==> config.mk <==
export PLATFORM = sky130hd
export DESIGN_NAME = lcd_core
export DESIGN_NICKNAME = d
export VERILOG_FILES = /design/src/lcd_pkg.sv /design/src/lcd_decode.sv /design/src/lcd_core.sv
export SDC_FILE = /design/constraint.sdc
export NUM_CORES = 1
export LEC_CHECK = 0
export BUFFER_PORTS_ARGS = -buffer_cell sky130_fd_sc_hd__buf_2
export CAP_MARGIN = 15
export CORE_MARGIN = 4
export CORE_UTILIZATION = 30
export DETAILED_ROUTE_END_ITERATION = 10
export PLACE_DENSITY = 0.59
export SETUP_SLACK_MARGIN = 0.2
export SLEW_MARGIN = 30
export SYNTH_ARGS = -nofsm -noshare
export SYNTH_HDL_FRONTEND = slang
export SYNTH_SLANG_ARGS = --single-unit
==> constraint.sdc <==
create_clock -name sys_clk -period 5.5 [get_ports sys_clk]
set_input_delay 1.1 -clock sys_clk [delete_from_list [all_inputs] [get_ports sys_clk]]
set_output_delay 1.1 -clock sys_clk [all_outputs]
set_load 0.02 [all_outputs]
==> src/lcd_pkg.sv <==
// Constants for the literal and control instruction decoder.
// Assumes a single core clock and 14-bit instruction words.
//
// Contract
// - Watchdog clear word, one cycle, sets status flags
// - Jump loads 11-bit target, takes two cycles
// - Immediate OR into accumulator, updates zero flag
// - Immediate load into accumulator, flags untouched
// - Interrupt return word takes two cycles
// - Return with literal loads accumulator, two cycles
// - Plain return takes two cycles, no flags
// - Standby entry, one cycle, updates status flags
// - Literal minus accumulator updates carry, half, zero
// - Immediate XOR into accumulator, updates zero flag
// - Self-modifying I/O operand comes from pins
// - Writing timer0_count clears assigned prescaler
// - PC change takes two cycles, second is no-op
package lcd_pkg;

    // ------------------------------------------------------------
    // Fixed encodings
    // ------------------------------------------------------------
    localparam logic [13:0] WDT_CLR_WORD  = 14'h0064;
    localparam logic [13:0] STANDBY_WORD  = 14'h0063;
    localparam logic [13:0] IRET_WORD     = 14'h0009;
    localparam logic [13:0] RET_WORD      = 14'h0008;

    // Masked prefixes on bits 13:8 (OR, XOR), 13:9 (subtract), 13:10 (load, return with literal) or 13:11 (jump)
    localparam logic [2:0]  JUMP_PFX      = 3'h5;
    localparam logic [5:0]  OR_PFX        = 6'h38;
    localparam logic [5:0]  XOR_PFX       = 6'h3A;
    localparam logic [3:0]  LOAD_PFX      = 4'hC;
    localparam logic [3:0]  RETLIT_PFX    = 4'hD;
    localparam logic [4:0]  SUB_PFX       = 5'h1E;

    // Reset values
    localparam logic [7:0]  ACC_RST       = 8'h00;
    localparam logic [10:0] PC_RST        = 11'h000;
    localparam logic        TO_RST        = 1'b1;
    localparam logic        PD_RST        = 1'b1;

    // Cycle counts
    localparam logic [1:0]  CYC_ONE       = 2'h1;
    localparam logic [1:0]  CYC_TWO       = 2'h2;

    typedef enum logic [3:0] {
        OP_NONE    = 4'h0,
        OP_WDT_CLR = 4'h1,
        OP_JUMP    = 4'h2,
        OP_OR      = 4'h3,
        OP_LOAD    = 4'h4,
        OP_IRET    = 4'h5,
        OP_RETLIT  = 4'h6,
        OP_RET     = 4'h7,
        OP_STANDBY = 4'h8,
        OP_SUB     = 4'h9,
        OP_XOR     = 4'hA
    } lcd_op_t;

    typedef enum logic [0:0] {
        ST_EXEC  = 1'h0,
        ST_FLUSH = 1'h1
    } lcd_state_t;

endpackage : lcd_pkg

==> src/lcd_decode.sv <==
// Combinational classifier of one 14-bit instruction word.
// Assumes the word is stable from the fetch unit for the cycle.
`timescale 1ns/1ps
module lcd_decode (
    input  wire logic [13:0]      instr,
    output lcd_pkg::lcd_op_t      op
);
    // ------------------------------------------------------------
    // Masked compare; don't-care bits are simply not looked at
    // ------------------------------------------------------------
    always_comb begin
        op = lcd_pkg::OP_NONE;
        if (instr == lcd_pkg::WDT_CLR_WORD) begin
            op = lcd_pkg::OP_WDT_CLR;
        end else if (instr == lcd_pkg::STANDBY_WORD) begin
            op = lcd_pkg::OP_STANDBY;
        end else if (instr == lcd_pkg::IRET_WORD) begin
            op = lcd_pkg::OP_IRET;
        end else if (instr == lcd_pkg::RET_WORD) begin
            op = lcd_pkg::OP_RET;
        end else if (instr[13:11] == lcd_pkg::JUMP_PFX) begin
            op = lcd_pkg::OP_JUMP;
        end else if (instr[13:8] == lcd_pkg::OR_PFX) begin
            op = lcd_pkg::OP_OR;
        end else if (instr[13:8] == lcd_pkg::XOR_PFX) begin
            op = lcd_pkg::OP_XOR;
        end else if (instr[13:10] == lcd_pkg::LOAD_PFX) begin
            op = lcd_pkg::OP_LOAD;
        end else if (instr[13:10] == lcd_pkg::RETLIT_PFX) begin
            op = lcd_pkg::OP_RETLIT;
        end else if (instr[13:9] == lcd_pkg::SUB_PFX) begin
            op = lcd_pkg::OP_SUB;
        end
    end

endmodule : lcd_decode

==> src/lcd_core.sv <==
// Execute stage for the literal and control instruction group.
// Assumes the fetch unit presents instr with instr_valid, honours
// flush_ff by discarding the following word, and supplies the
// return address from its own stack.
`timescale 1ns/1ps
module lcd_core (
    input  wire logic         sys_clk,
    input  wire logic         resetn,
    input  wire logic [13:0]  instr,
    input  wire logic         instr_valid,
    input  wire logic [10:0]  stack_top,
    input  wire logic         io_self_mod,
    input  wire logic [7:0]   io_pins,
    input  wire logic [7:0]   io_latch,
    input  wire logic         timer0_count_write,
    input  wire logic         psa_to_timer0_count,
    output logic      [7:0]   acc_ff,
    output logic              zero_ff,
    output logic              carry_ff,
    output logic              half_ff,
    output logic              timeout_flag_ff,
    output logic              powerdown_flag_ff,
    output logic              wdt_clear_ff,
    output logic              standby_ff,
    output logic              pc_load_ff,
    output logic      [10:0]  pc_target_ff,
    output logic              pop_ff,
    output logic              gie_set_ff,
    output logic              flush_ff,
    output logic      [7:0]   io_operand_ff,
    output logic              presc_clear_ff
);

    // ------------------------------------------------------------
    // State
    // ------------------------------------------------------------
    typedef struct packed {
        lcd_pkg::lcd_state_t st;
        logic [7:0]  acc;
        logic        z;
        logic        c;
        logic        dc;
        logic        to;
        logic        pd;
        logic        wdt;
        logic        sby;
        logic        pcl;
        logic [10:0] pct;
        logic        pop;
        logic        gie;
        logic        flush;
        logic [7:0]  ioop;
        logic        pclr;
    } lcd_state_s_t;

    lcd_state_s_t     cur_ff;
    lcd_state_s_t     nxt_cur;
    lcd_pkg::lcd_op_t op;
    logic [8:0]       diff;
    logic [4:0]       hdiff;
    logic             exec;

    lcd_decode u_dec (
        .instr (instr),
        .op    (op)
    );

    // ------------------------------------------------------------
    // Next state
    // ------------------------------------------------------------
    // Second cycle of a PC change swallows the fetched word
    assign exec  = instr_valid && (cur_ff.st == lcd_pkg::ST_EXEC);
    assign diff  = {1'b0, instr[7:0]} - {1'b0, cur_ff.acc};
    assign hdiff = {1'b0, instr[3:0]} - {1'b0, cur_ff.acc[3:0]};

    always_comb begin
        nxt_cur       = cur_ff;
        nxt_cur.wdt   = 1'b0;
        nxt_cur.pcl   = 1'b0;
        nxt_cur.pop   = 1'b0;
        nxt_cur.gie   = 1'b0;
        nxt_cur.flush = 1'b0;
        nxt_cur.st    = lcd_pkg::ST_EXEC;
        // Pins, not latch, feed a self-referencing I/O update
        nxt_cur.ioop  = io_self_mod ? io_pins : io_latch;
        // Any timer write wipes the prescaler only when it is owned
        nxt_cur.pclr  = timer0_count_write && psa_to_timer0_count;
        if (exec) begin
            case (op)
                lcd_pkg::OP_WDT_CLR: begin
                    nxt_cur.wdt = 1'b1;
                    nxt_cur.to  = 1'b1;
                    nxt_cur.pd  = 1'b1;
                    nxt_cur.sby = 1'b0;
                end
                lcd_pkg::OP_STANDBY: begin
                    nxt_cur.wdt = 1'b1;
                    nxt_cur.to  = 1'b1;
                    nxt_cur.pd  = 1'b0;
                    nxt_cur.sby = 1'b1;
                end
                lcd_pkg::OP_JUMP: begin
                    nxt_cur.pcl   = 1'b1;
                    nxt_cur.pct   = instr[10:0];
                    nxt_cur.st    = lcd_pkg::ST_FLUSH;
                    nxt_cur.flush = 1'b1;
                end
                lcd_pkg::OP_IRET: begin
                    nxt_cur.pcl   = 1'b1;
                    nxt_cur.pct   = stack_top;
                    nxt_cur.pop   = 1'b1;
                    nxt_cur.gie   = 1'b1;
                    nxt_cur.st    = lcd_pkg::ST_FLUSH;
                    nxt_cur.flush = 1'b1;
                end
                lcd_pkg::OP_RET: begin
                    nxt_cur.pcl   = 1'b1;
                    nxt_cur.pct   = stack_top;
                    nxt_cur.pop   = 1'b1;
                    nxt_cur.st    = lcd_pkg::ST_FLUSH;
                    nxt_cur.flush = 1'b1;
                end
                lcd_pkg::OP_RETLIT: begin
                    nxt_cur.acc   = instr[7:0];
                    nxt_cur.pcl   = 1'b1;
                    nxt_cur.pct   = stack_top;
                    nxt_cur.pop   = 1'b1;
                    nxt_cur.st    = lcd_pkg::ST_FLUSH;
                    nxt_cur.flush = 1'b1;
                end
                lcd_pkg::OP_OR: begin
                    nxt_cur.acc = cur_ff.acc | instr[7:0];
                    nxt_cur.z   = ((cur_ff.acc | instr[7:0]) == 8'h00);
                end
                lcd_pkg::OP_XOR: begin
                    nxt_cur.acc = cur_ff.acc ^ instr[7:0];
                    nxt_cur.z   = ((cur_ff.acc ^ instr[7:0]) == 8'h00);
                end
                lcd_pkg::OP_LOAD: begin
                    nxt_cur.acc = instr[7:0];
                end
                lcd_pkg::OP_SUB: begin
                    // Carry and half carry are active-high "no borrow"
                    nxt_cur.acc = diff[7:0];
                    nxt_cur.c   = ~diff[8];
                    nxt_cur.dc  = ~hdiff[4];
                    nxt_cur.z   = (diff[7:0] == 8'h00);
                end
                default: begin
                end
            endcase
        end
    end

    // ------------------------------------------------------------
    // Register
    // ------------------------------------------------------------
    always_ff @(posedge sys_clk or negedge resetn) begin
        if (!resetn) begin
            cur_ff      <= '0;
            cur_ff.st   <= lcd_pkg::ST_EXEC;
            cur_ff.acc  <= lcd_pkg::ACC_RST;
            cur_ff.pct  <= lcd_pkg::PC_RST;
            cur_ff.to   <= lcd_pkg::TO_RST;
            cur_ff.pd   <= lcd_pkg::PD_RST;
        end else begin
            cur_ff <= nxt_cur;
        end
    end

    // Outputs come straight from the state register
    assign acc_ff            = cur_ff.acc;
    assign zero_ff           = cur_ff.z;
    assign carry_ff          = cur_ff.c;
    assign half_ff           = cur_ff.dc;
    assign timeout_flag_ff   = cur_ff.to;
    assign powerdown_flag_ff = cur_ff.pd;
    assign wdt_clear_ff      = cur_ff.wdt;
    assign standby_ff        = cur_ff.sby;
    assign pc_load_ff        = cur_ff.pcl;
    assign pc_target_ff      = cur_ff.pct;
    assign pop_ff            = cur_ff.pop;
    assign gie_set_ff        = cur_ff.gie;
    assign flush_ff          = cur_ff.flush;
    assign io_operand_ff     = cur_ff.ioop;
    assign presc_clear_ff    = cur_ff.pclr;

    // ------------------------------------------------------------
    // Checks
    // ------------------------------------------------------------
    a_wdt_clear_flags: assert property (@(posedge sys_clk) disable iff (!resetn)
        exec && op == lcd_pkg::OP_WDT_CLR |=> wdt_clear_ff && timeout_flag_ff
            && powerdown_flag_ff)
        else $error("watchdog clear did not set flags");
    a_jump_target: assert property (@(posedge sys_clk) disable iff (!resetn)
        exec && op == lcd_pkg::OP_JUMP |=> pc_load_ff && pc_target_ff == $past(instr[10:0]))
        else $error("jump target wrong");
    a_or_result: assert property (@(posedge sys_clk) disable iff (!resetn)
        exec && op == lcd_pkg::OP_OR |=>
            acc_ff == ($past(acc_ff) | $past(instr[7:0])) && zero_ff == (acc_ff == 8'h00))
        else $error("or result wrong");
    a_load_flags: assert property (@(posedge sys_clk) disable iff (!resetn)
        exec && op == lcd_pkg::OP_LOAD |=>
            acc_ff == $past(instr[7:0]) && $stable(zero_ff) && $stable(carry_ff))
        else $error("load changed flags");
    a_retlit_acc: assert property (@(posedge sys_clk) disable iff (!resetn)
        exec && op == lcd_pkg::OP_RETLIT |=> acc_ff == $past(instr[7:0]) && pop_ff)
        else $error("return with literal wrong");
    a_ret_two_cyc: assert property (@(posedge sys_clk) disable iff (!resetn)
        exec && (op == lcd_pkg::OP_RET || op == lcd_pkg::OP_IRET) |=>
            flush_ff ##1 !flush_ff)
        else $error("return not two cycles");
    a_standby_pd: assert property (@(posedge sys_clk) disable iff (!resetn)
        exec && op == lcd_pkg::OP_STANDBY |=> !powerdown_flag_ff && timeout_flag_ff
            && standby_ff)
        else $error("standby flags wrong");
    a_sub_result: assert property (@(posedge sys_clk) disable iff (!resetn)
        exec && op == lcd_pkg::OP_SUB |=>
            acc_ff == 8'($past(instr[7:0]) - $past(acc_ff))
            && carry_ff == ($past(instr[7:0]) >= $past(acc_ff)))
        else $error("subtract result wrong");
    a_xor_result: assert property (@(posedge sys_clk) disable iff (!resetn)
        exec && op == lcd_pkg::OP_XOR |=> acc_ff == ($past(acc_ff) ^ $past(instr[7:0])))
        else $error("xor result wrong");
    a_io_operand: assert property (@(posedge sys_clk) disable iff (!resetn)
        io_self_mod |=> io_operand_ff == $past(io_pins))
        else $error("self io operand not from pins");
    a_presc_clear: assert property (@(posedge sys_clk) disable iff (!resetn)
        timer0_count_write && psa_to_timer0_count |=> presc_clear_ff)
        else $error("prescaler not cleared");
    a_iret_gie: assert property (@(posedge sys_clk) disable iff (!resetn)
        exec && op == lcd_pkg::OP_IRET |=> gie_set_ff && pc_target_ff == $past(stack_top))
        else $error("interrupt return wrong");
    a_load_dontcare: assert property (@(posedge sys_clk) disable iff (!resetn)
        instr[13:10] == lcd_pkg::LOAD_PFX |-> op == lcd_pkg::OP_LOAD)
        else $error("load dont-care decode");

    c_jump:    cover property (@(posedge sys_clk) exec && op == lcd_pkg::OP_JUMP);
    c_sub:     cover property (@(posedge sys_clk) exec && op == lcd_pkg::OP_SUB);
    c_standby: cover property (@(posedge sys_clk) exec && op == lcd_pkg::OP_STANDBY);
    c_retlit:  cover property (@(posedge sys_clk) exec && op == lcd_pkg::OP_RETLIT);

endmodule : lcd_core

# After elaboration in Yosys (flattened, before gate mapping)

Cells that the tools add are included.

Bitwise operators: 5
Reductions and logical operators: 17
Multiplexer cells: 20
Add/subtract/negate cells: 2
Eq/ne operators: 20

Operator list:

| operator            | number |
|---|---|
| $mux 4              | 10 |
| $pmux 8 s4          | 1 |
| $mux 31             | 1 |
| $eq 14x4->1 const B | 2 |
| $eq 14x7->1 const B | 2 |
| $logic_not 8->1     | 3 |
| $pmux 12 s2         | 1 |
| $eq 4x4->1 const B  | 5 |
| $eq 4x3->1 const B  | 4 |
| $eq 6x6->1 const B  | 2 |
| $reduce_and 2->1    | 5 |
| $sub 8x8->9         | 1 |
| $eq 4x2->1 const B  | 2 |
| $mux 8              | 1 |
| $or 8x8->8          | 1 |
| $pmux 4 s2          | 1 |
| $xor 8x8->8         | 1 |
| $eq 5x5->1 const B  | 1 |
| $sub 4x4->5         | 1 |
| $eq 4x1->1 const B  | 1 |
| $reduce_bool 2->1   | 2 |
| $reduce_bool 4->1   | 1 |
| $reduce_or 4->1     | 1 |
| $eq 3x3->1 const B  | 1 |
| 8 further kinds     | 13 |

Output and inout port bits: 39
Input bits: 47
Word-level logic and storage cells: 80
Register bits: 40

# Logic depth before layout (Yosys ltp)

Depth after elaboration: 15
Mapped depth: 10
Mapped depth without buffers: 10

# Hierarchy

A second synthesis with hierarchy kept.

Cells, all modules: 289
Area total of the unflattened synthesis: 2,626.3 µm²

By module, submodules not included:

| module     | area an instance (µm²) | seq. area each (µm²) | cells an instance | instances |
|---|---|---|---|---|
| lcd_core   | 2,462.4                | 978.4                | 268               | 1 |
| lcd_decode | 163.9                  | 0.0                  | 21                | 1 |

# Least setup slack after synthesis

OpenSTA, ideal clock, no wires.

Kind: input -> register
Start point: input port instr[4]
End point: register cur_ff (netlist bit pc_target_ff[10])
Cell stages on the path: 7
Library setup time: 0.126 ns
Buffers on the path: 1
Arrival: 2.894 ns
Required time: 5.374 ns
Slack: 2.480 ns
Cells stage by stage: or4_4 nand4bb_1 a211oi_2 nor3_1 or2_4 buf_6 a221o_1

Longest elaborated chain between the ends: 9
Elaborated cells between the ends (all ways): 16
Classes of those cells: 8 x eq/ne; 5 x mux; 3 x reduce/logical

RTL lines:

| element                     | RTL line         | source |
|---|---|---|
| start: declaration          | lcd_core.sv:9    | `input wire logic [13:0] instr,` |
| $eq 14x4->1                 | lcd_decode.sv:19 | `end else if (instr == lcd_pkg::RET_WORD) begin` |
| $mux 4                      | lcd_decode.sv:19 |  |
| $mux 4                      | lcd_decode.sv:17 | `end else if (instr == lcd_pkg::IRET_WORD) begin` |
| $mux 4                      | lcd_decode.sv:15 | `end else if (instr == lcd_pkg::STANDBY_WORD) begin` |
| $mux 4 *                    | lcd_decode.sv:13 | `if (instr == lcd_pkg::WDT_CLR_WORD) begin` |
| $eq 4x3->1                  | lcd_core.sv:89   | `case (op)` |
| $reduce_or 3->1 (no line)   | n/a              |  |
| $reduce_bool 2->1 (no line) | n/a              |  |
| $reduce_and 2->1 (no line)  | n/a              |  |
| end signal: assignment      | lcd_core.sv:167  | `cur_ff <= nxt_cur;` |
| end: declaration            | lcd_core.sv:56   | `lcd_state_s_t cur_ff;` |

Every way passes the cells marked *; elsewhere a longest branch is shown, timed or not.
A chain may end at the register's enable or synchronous reset.

# Worst setup path in the final report

Start point: input port instr[11]
End point: register cur_ff (netlist bit pc_target_ff[6])

Longest elaborated chain between the ends: 15
Elaborated cells between the ends (all ways): 28
Classes of those cells: 14 x eq/ne; 11 x mux; 3 x reduce/logical

RTL lines:

| element                     | RTL line         | source |
|---|---|---|
| $eq 5x5->1                  | lcd_decode.sv:31 | `end else if (instr[13:9] == lcd_pkg::SUB_PFX) begin` |
| $mux 4                      | lcd_decode.sv:31 |  |
| $mux 4                      | lcd_decode.sv:29 | `end else if (instr[13:10] == lcd_pkg::RETLIT_PFX) begin` |
| $mux 4                      | lcd_decode.sv:27 | `end else if (instr[13:10] == lcd_pkg::LOAD_PFX) begin` |
| $mux 4                      | lcd_decode.sv:25 | `end else if (instr[13:8] == lcd_pkg::XOR_PFX) begin` |
| $mux 4                      | lcd_decode.sv:23 | `end else if (instr[13:8] == lcd_pkg::OR_PFX) begin` |
| $mux 4                      | lcd_decode.sv:21 | `end else if (instr[13:11] == lcd_pkg::JUMP_PFX) begin` |
| $mux 4                      | lcd_decode.sv:19 |  |
| $mux 4                      | lcd_decode.sv:17 |  |
| $mux 4                      | lcd_decode.sv:15 |  |
| $mux 4 *                    | lcd_decode.sv:13 |  |
| $eq 4x3->1                  | lcd_core.sv:89   |  |
| $reduce_or 3->1 (no line)   | n/a              |  |
| $reduce_bool 2->1 (no line) | n/a              |  |
| $reduce_and 2->1 (no line)  | n/a              |  |

Marked as above.

==> flow_metrics.env <==
export IMPL_vias_per_cell=5.23
export IMPL_grt_pass1_wl_mm=12.0
export IMPL_slowest_stage="nor4_4"
export IMPL_cp_data_arrival_time_ns=3.39
export IMPL_ios=86
export IMPL_fin_util_pct=38.9
export IMPL_holdWs_ns=0.512
export IMPL_vias=2456
export IMPL_fin_nets=428
export IMPL_synth_xor_area_share_pct=1.70
export IMPL_synth_nets=344
export IMPL_tritoncts="done"
export IMPL_cts_resized=0
export IMPL_synthMuxAreaShare_pct=3.94
export IMPL_ys_flop_type="dfrtp_1"
export IMPL_yosys_area_share_adder_pct=8.55
export IMPL_placed_cells=462
export IMPL_clk_latency_ns=0.29
export IMPL_cts_hold_fix_buffers=0
export IMPL_path_cells="buf_2 > or4_4 > nor4_4 > nor3_1 > or2_4 > a221o_1"
export IMPL_grt_max_degree=40
export IMPL_drtPass1Iterations=4
export IMPL_critPathMaxStageDelay_ns=0.71
export IMPL_initial_core_util_pct=31.0
export IMPL_vdd_drop_max_mv=0.105
export IMPL_die_x_um=101
export IMPL_fin_worst_skew_ns=0.00589
export IMPL_h_tree_depth=2
export IMPL_path_class="in2reg"
export IMPL_fillers=852
export IMPL_outcome="finished, final reports clean"
export IMPL_critPathRequiredTime_ns=5.68
export IMPL_tightest_slew_ns=0.764
export IMPL_hp_class="reg2reg"
export IMPL_drc_errors=0
export IMPL_setup_tns_ns=0
export IMPL_yosys_area_share_simple_pct=19.3
export IMPL_synth_edf_count=0
export IMPL_cts_sinks=39
export IMPL_grt_usage_pct=14.7
export IMPL_rsz0062_at_grt="false"
export IMPL_hold_violations=0
export IMPL_min_period_ns=3.21
export IMPL_antenna_found_initial=0
export IMPL_clk_pin_slew_ns=0.08
export IMPL_end_kind="flop"
export IMPL_syn2layout_area_growth_pct=25.2
export IMPL_drt_initial_drc_count=113
export IMPL_wl_mm=7.40
export IMPL_synth_seq_cells=39
export IMPL_slew_viol_final=0
export IMPL_io_buffers=85
export IMPL_timing_final_crit_share_pct=58.4
export IMPL_crit_path_start_kind="input pin"
export IMPL_avgSynthCellArea_um2=9.20
export IMPL_cts_buffers=5
export IMPL_yosys_cell_types_count=55
export IMPL_synth_top_family_by_area="compound AO/OA/AOI/OAI gates"
export IMPL_yosysSeqAreaShare_pct=38.0
export IMPL_slew_headroom_pct=48.7
export IMPL_finalPower_w=0.00101
export IMPL_core_um2=8300
export IMPL_drive_above_1_share_pct=32.3
export IMPL_ctsRootBufferMaster="clkbuf_8"
export IMPL_setup_viol=0
export IMPL_cts_buffer_depth=2
export IMPL_syn_inst=280
export IMPL_antenna_cells=0
export IMPL_grt_pass1_vias=2375
export IMPL_power_density_nw_per_um2=312
export IMPL_overflow=0
export IMPL_dieArea_um2=10100
export IMPL_yosys_warnings=0
export IMPL_dp_hpwl_mm=5.74
export IMPL_ys_async_sr_fraction_pct=100
export IMPL_finalNonFillerCells=470
export IMPL_crit_path_max_fanout=16
export IMPL_synth_compound_area_share_pct=22.7
export IMPL_leakage_nw=1.55
export IMPL_syn_area_um2=2570
export IMPL_routedWlPerCell_um=15.7
export IMPL_antenna_left=0
export IMPL_fmax_mhz=311
export IMPL_globalplace_congestion=0.898
export IMPL_num_rows=33
export IMPL_die_h_um=101
export IMPL_postCtsSetupRepairBufs=0
export IMPL_max_cap_viol_count=0
worst max-delay path: cells and delay by family:
family	cells	cell delay, ns
AO/OA/AOI/OAI	1	0.37
AND/OR/NAND/NOR	4	1.75
buffers and inverters	1	0.17
worst paths after layout:
check / from / endpoint / slack (ns) / cells past startpoint
setup / recovery: instr[11] / pc_target_ff[6]$_DFFE_PN0P_ / 2.29 / 6
hold / removal: pc_target_ff[7]$_DFFE_PN0P_ / pc_target_ff[7]$_DFFE_PN0P_ / 0.51 / 1
setup reg to reg: acc_ff[4]$_DFFE_PN0P_ / zero_ff$_DFFE_PN0P_ / 3.23 / 9
hold reg to reg: pc_target_ff[7]$_DFFE_PN0P_ / pc_target_ff[7]$_DFFE_PN0P_ / 0.51 / 1
max in group asynchronous: resetn / powerdown_flag_ff$_DFFE_PN1P_ / 4.37 / 1
min in group asynchronous: resetn / pc_target_ff[1]$_DFFE_PN0P_ / 0.77 / 1
cells by family (layout without fill, tap and decap cells):
kind of cell    after synthesis  count (layout)
mux                           9               9
buf+inv                      37             122
xor+xnor                      5               5
compound gates               81              81
fa+ha+maj                    17              17
simple gates                 92              92
flops                        39              39
layout make-up:
class / count / area, um2 / area share (%)
tap: 105 / 131 / 4.07
inverter: 26 / 97.6 / 3.03
sequential: 39 / 978 / 30.3
clock buffer: 5 / 68.8 / 2.13
clock inverter: 3 / 43.8 / 1.36
timing repair buffer: 88 / 450 / 14.0
multi-input combinational: 204 / 1450 / 45.1
Yosys cell counts, types with 4 or more instances:
cell type | n | area [um2]
nand2_1 | 9 | 33.8
nand3_1 | 4 | 20.0
a221o_1 | 12 | 120
nor4_1 | 4 | 25.0
a21oi_1 | 13 | 65.1
xnor2_1 | 5 | 43.8
inv_1 | 26 | 97.6
a31oi_1 | 7 | 43.8
nor2_1 | 40 | 150
a22oi_1 | 13 | 97.6
dfrtp_1 | 37 | 926
nor3_1 | 5 | 25.0
ha_1 | 16 | 200
o21ai_0 | 14 | 70.1
mux2_2 | 9 | 101
clkbuf_1 | 9 | 33.8
sequential cells by signal (all words and copies together) (netlist names):
signal,flops
pc_load_ff,1
powerdown_flag_ff,1
carry_ff,1
zero_ff,1
acc_ff,8
timeout_flag_ff,1
io_operand_ff,8
flush_ff,1
presc_clear_ff,1
standby_ff,1
gie_set_ff,1
pc_target_ff,11
pop_ff,1
wdt_clear_ff,1
half_ff,1
stage by stage:
stage	setup slack (ns)	cell area, um2
global placement	2.01	3110
global route	2.19	3220
CTS	2.29	3220
finish	2.29	3220
floorplan	2.48	2570
detailed placement	1.98	3110
layer usage:
metal	vias to the layer above	global-route usage (%)	share of wire, %
met1	1178	19.4	45
met3	4	3.46	7.2
li1	1197	-	-
met2	77	24.1	47
met5	-	0	0
met4	0	3.63	0.64
cell usage in the layout (no fill, tap or decap), types with 2 or more instances in the layout:
cell type,Yosys,routed
a2111oi_0,2,2
a211oi_2,1,2
a21o_1,3,3
a21oi_1,13,13
a221o_1,12,12
a221oi_1,3,3
a22oi_1,13,13
a31oi_1,7,7
and2_1,2,2
buf_2,1,84
buf_4,0,4
clkbuf_8,0,5
dfrtp_1,37,37
dfstp_2,2,2
ha_1,16,16
inv_1,26,26
mux2_2,9,9
nand2_1,9,9
nand2b_1,2,2
nand3_1,4,4
nand4_1,2,2
nand4b_1,2,2
nor2_1,40,40
nor2b_1,2,2
nor3_1,5,5
nor3b_1,3,3
nor4_1,4,4
o21ai_0,14,14
or2_2,3,3
or3b_2,2,2
or4_4,2,2
xnor2_1,5,5
where the power goes:
part | switching [W] | internal, W | leakage, nW
logic | 0.000244 | 0.000156 | 1.02
clock network | 0.000111 | 0.000135 | 0.0581
registers | 0.0000265 | 0.000336 | 0.470
No activity file was read; power rests on OpenSTA's default activity.
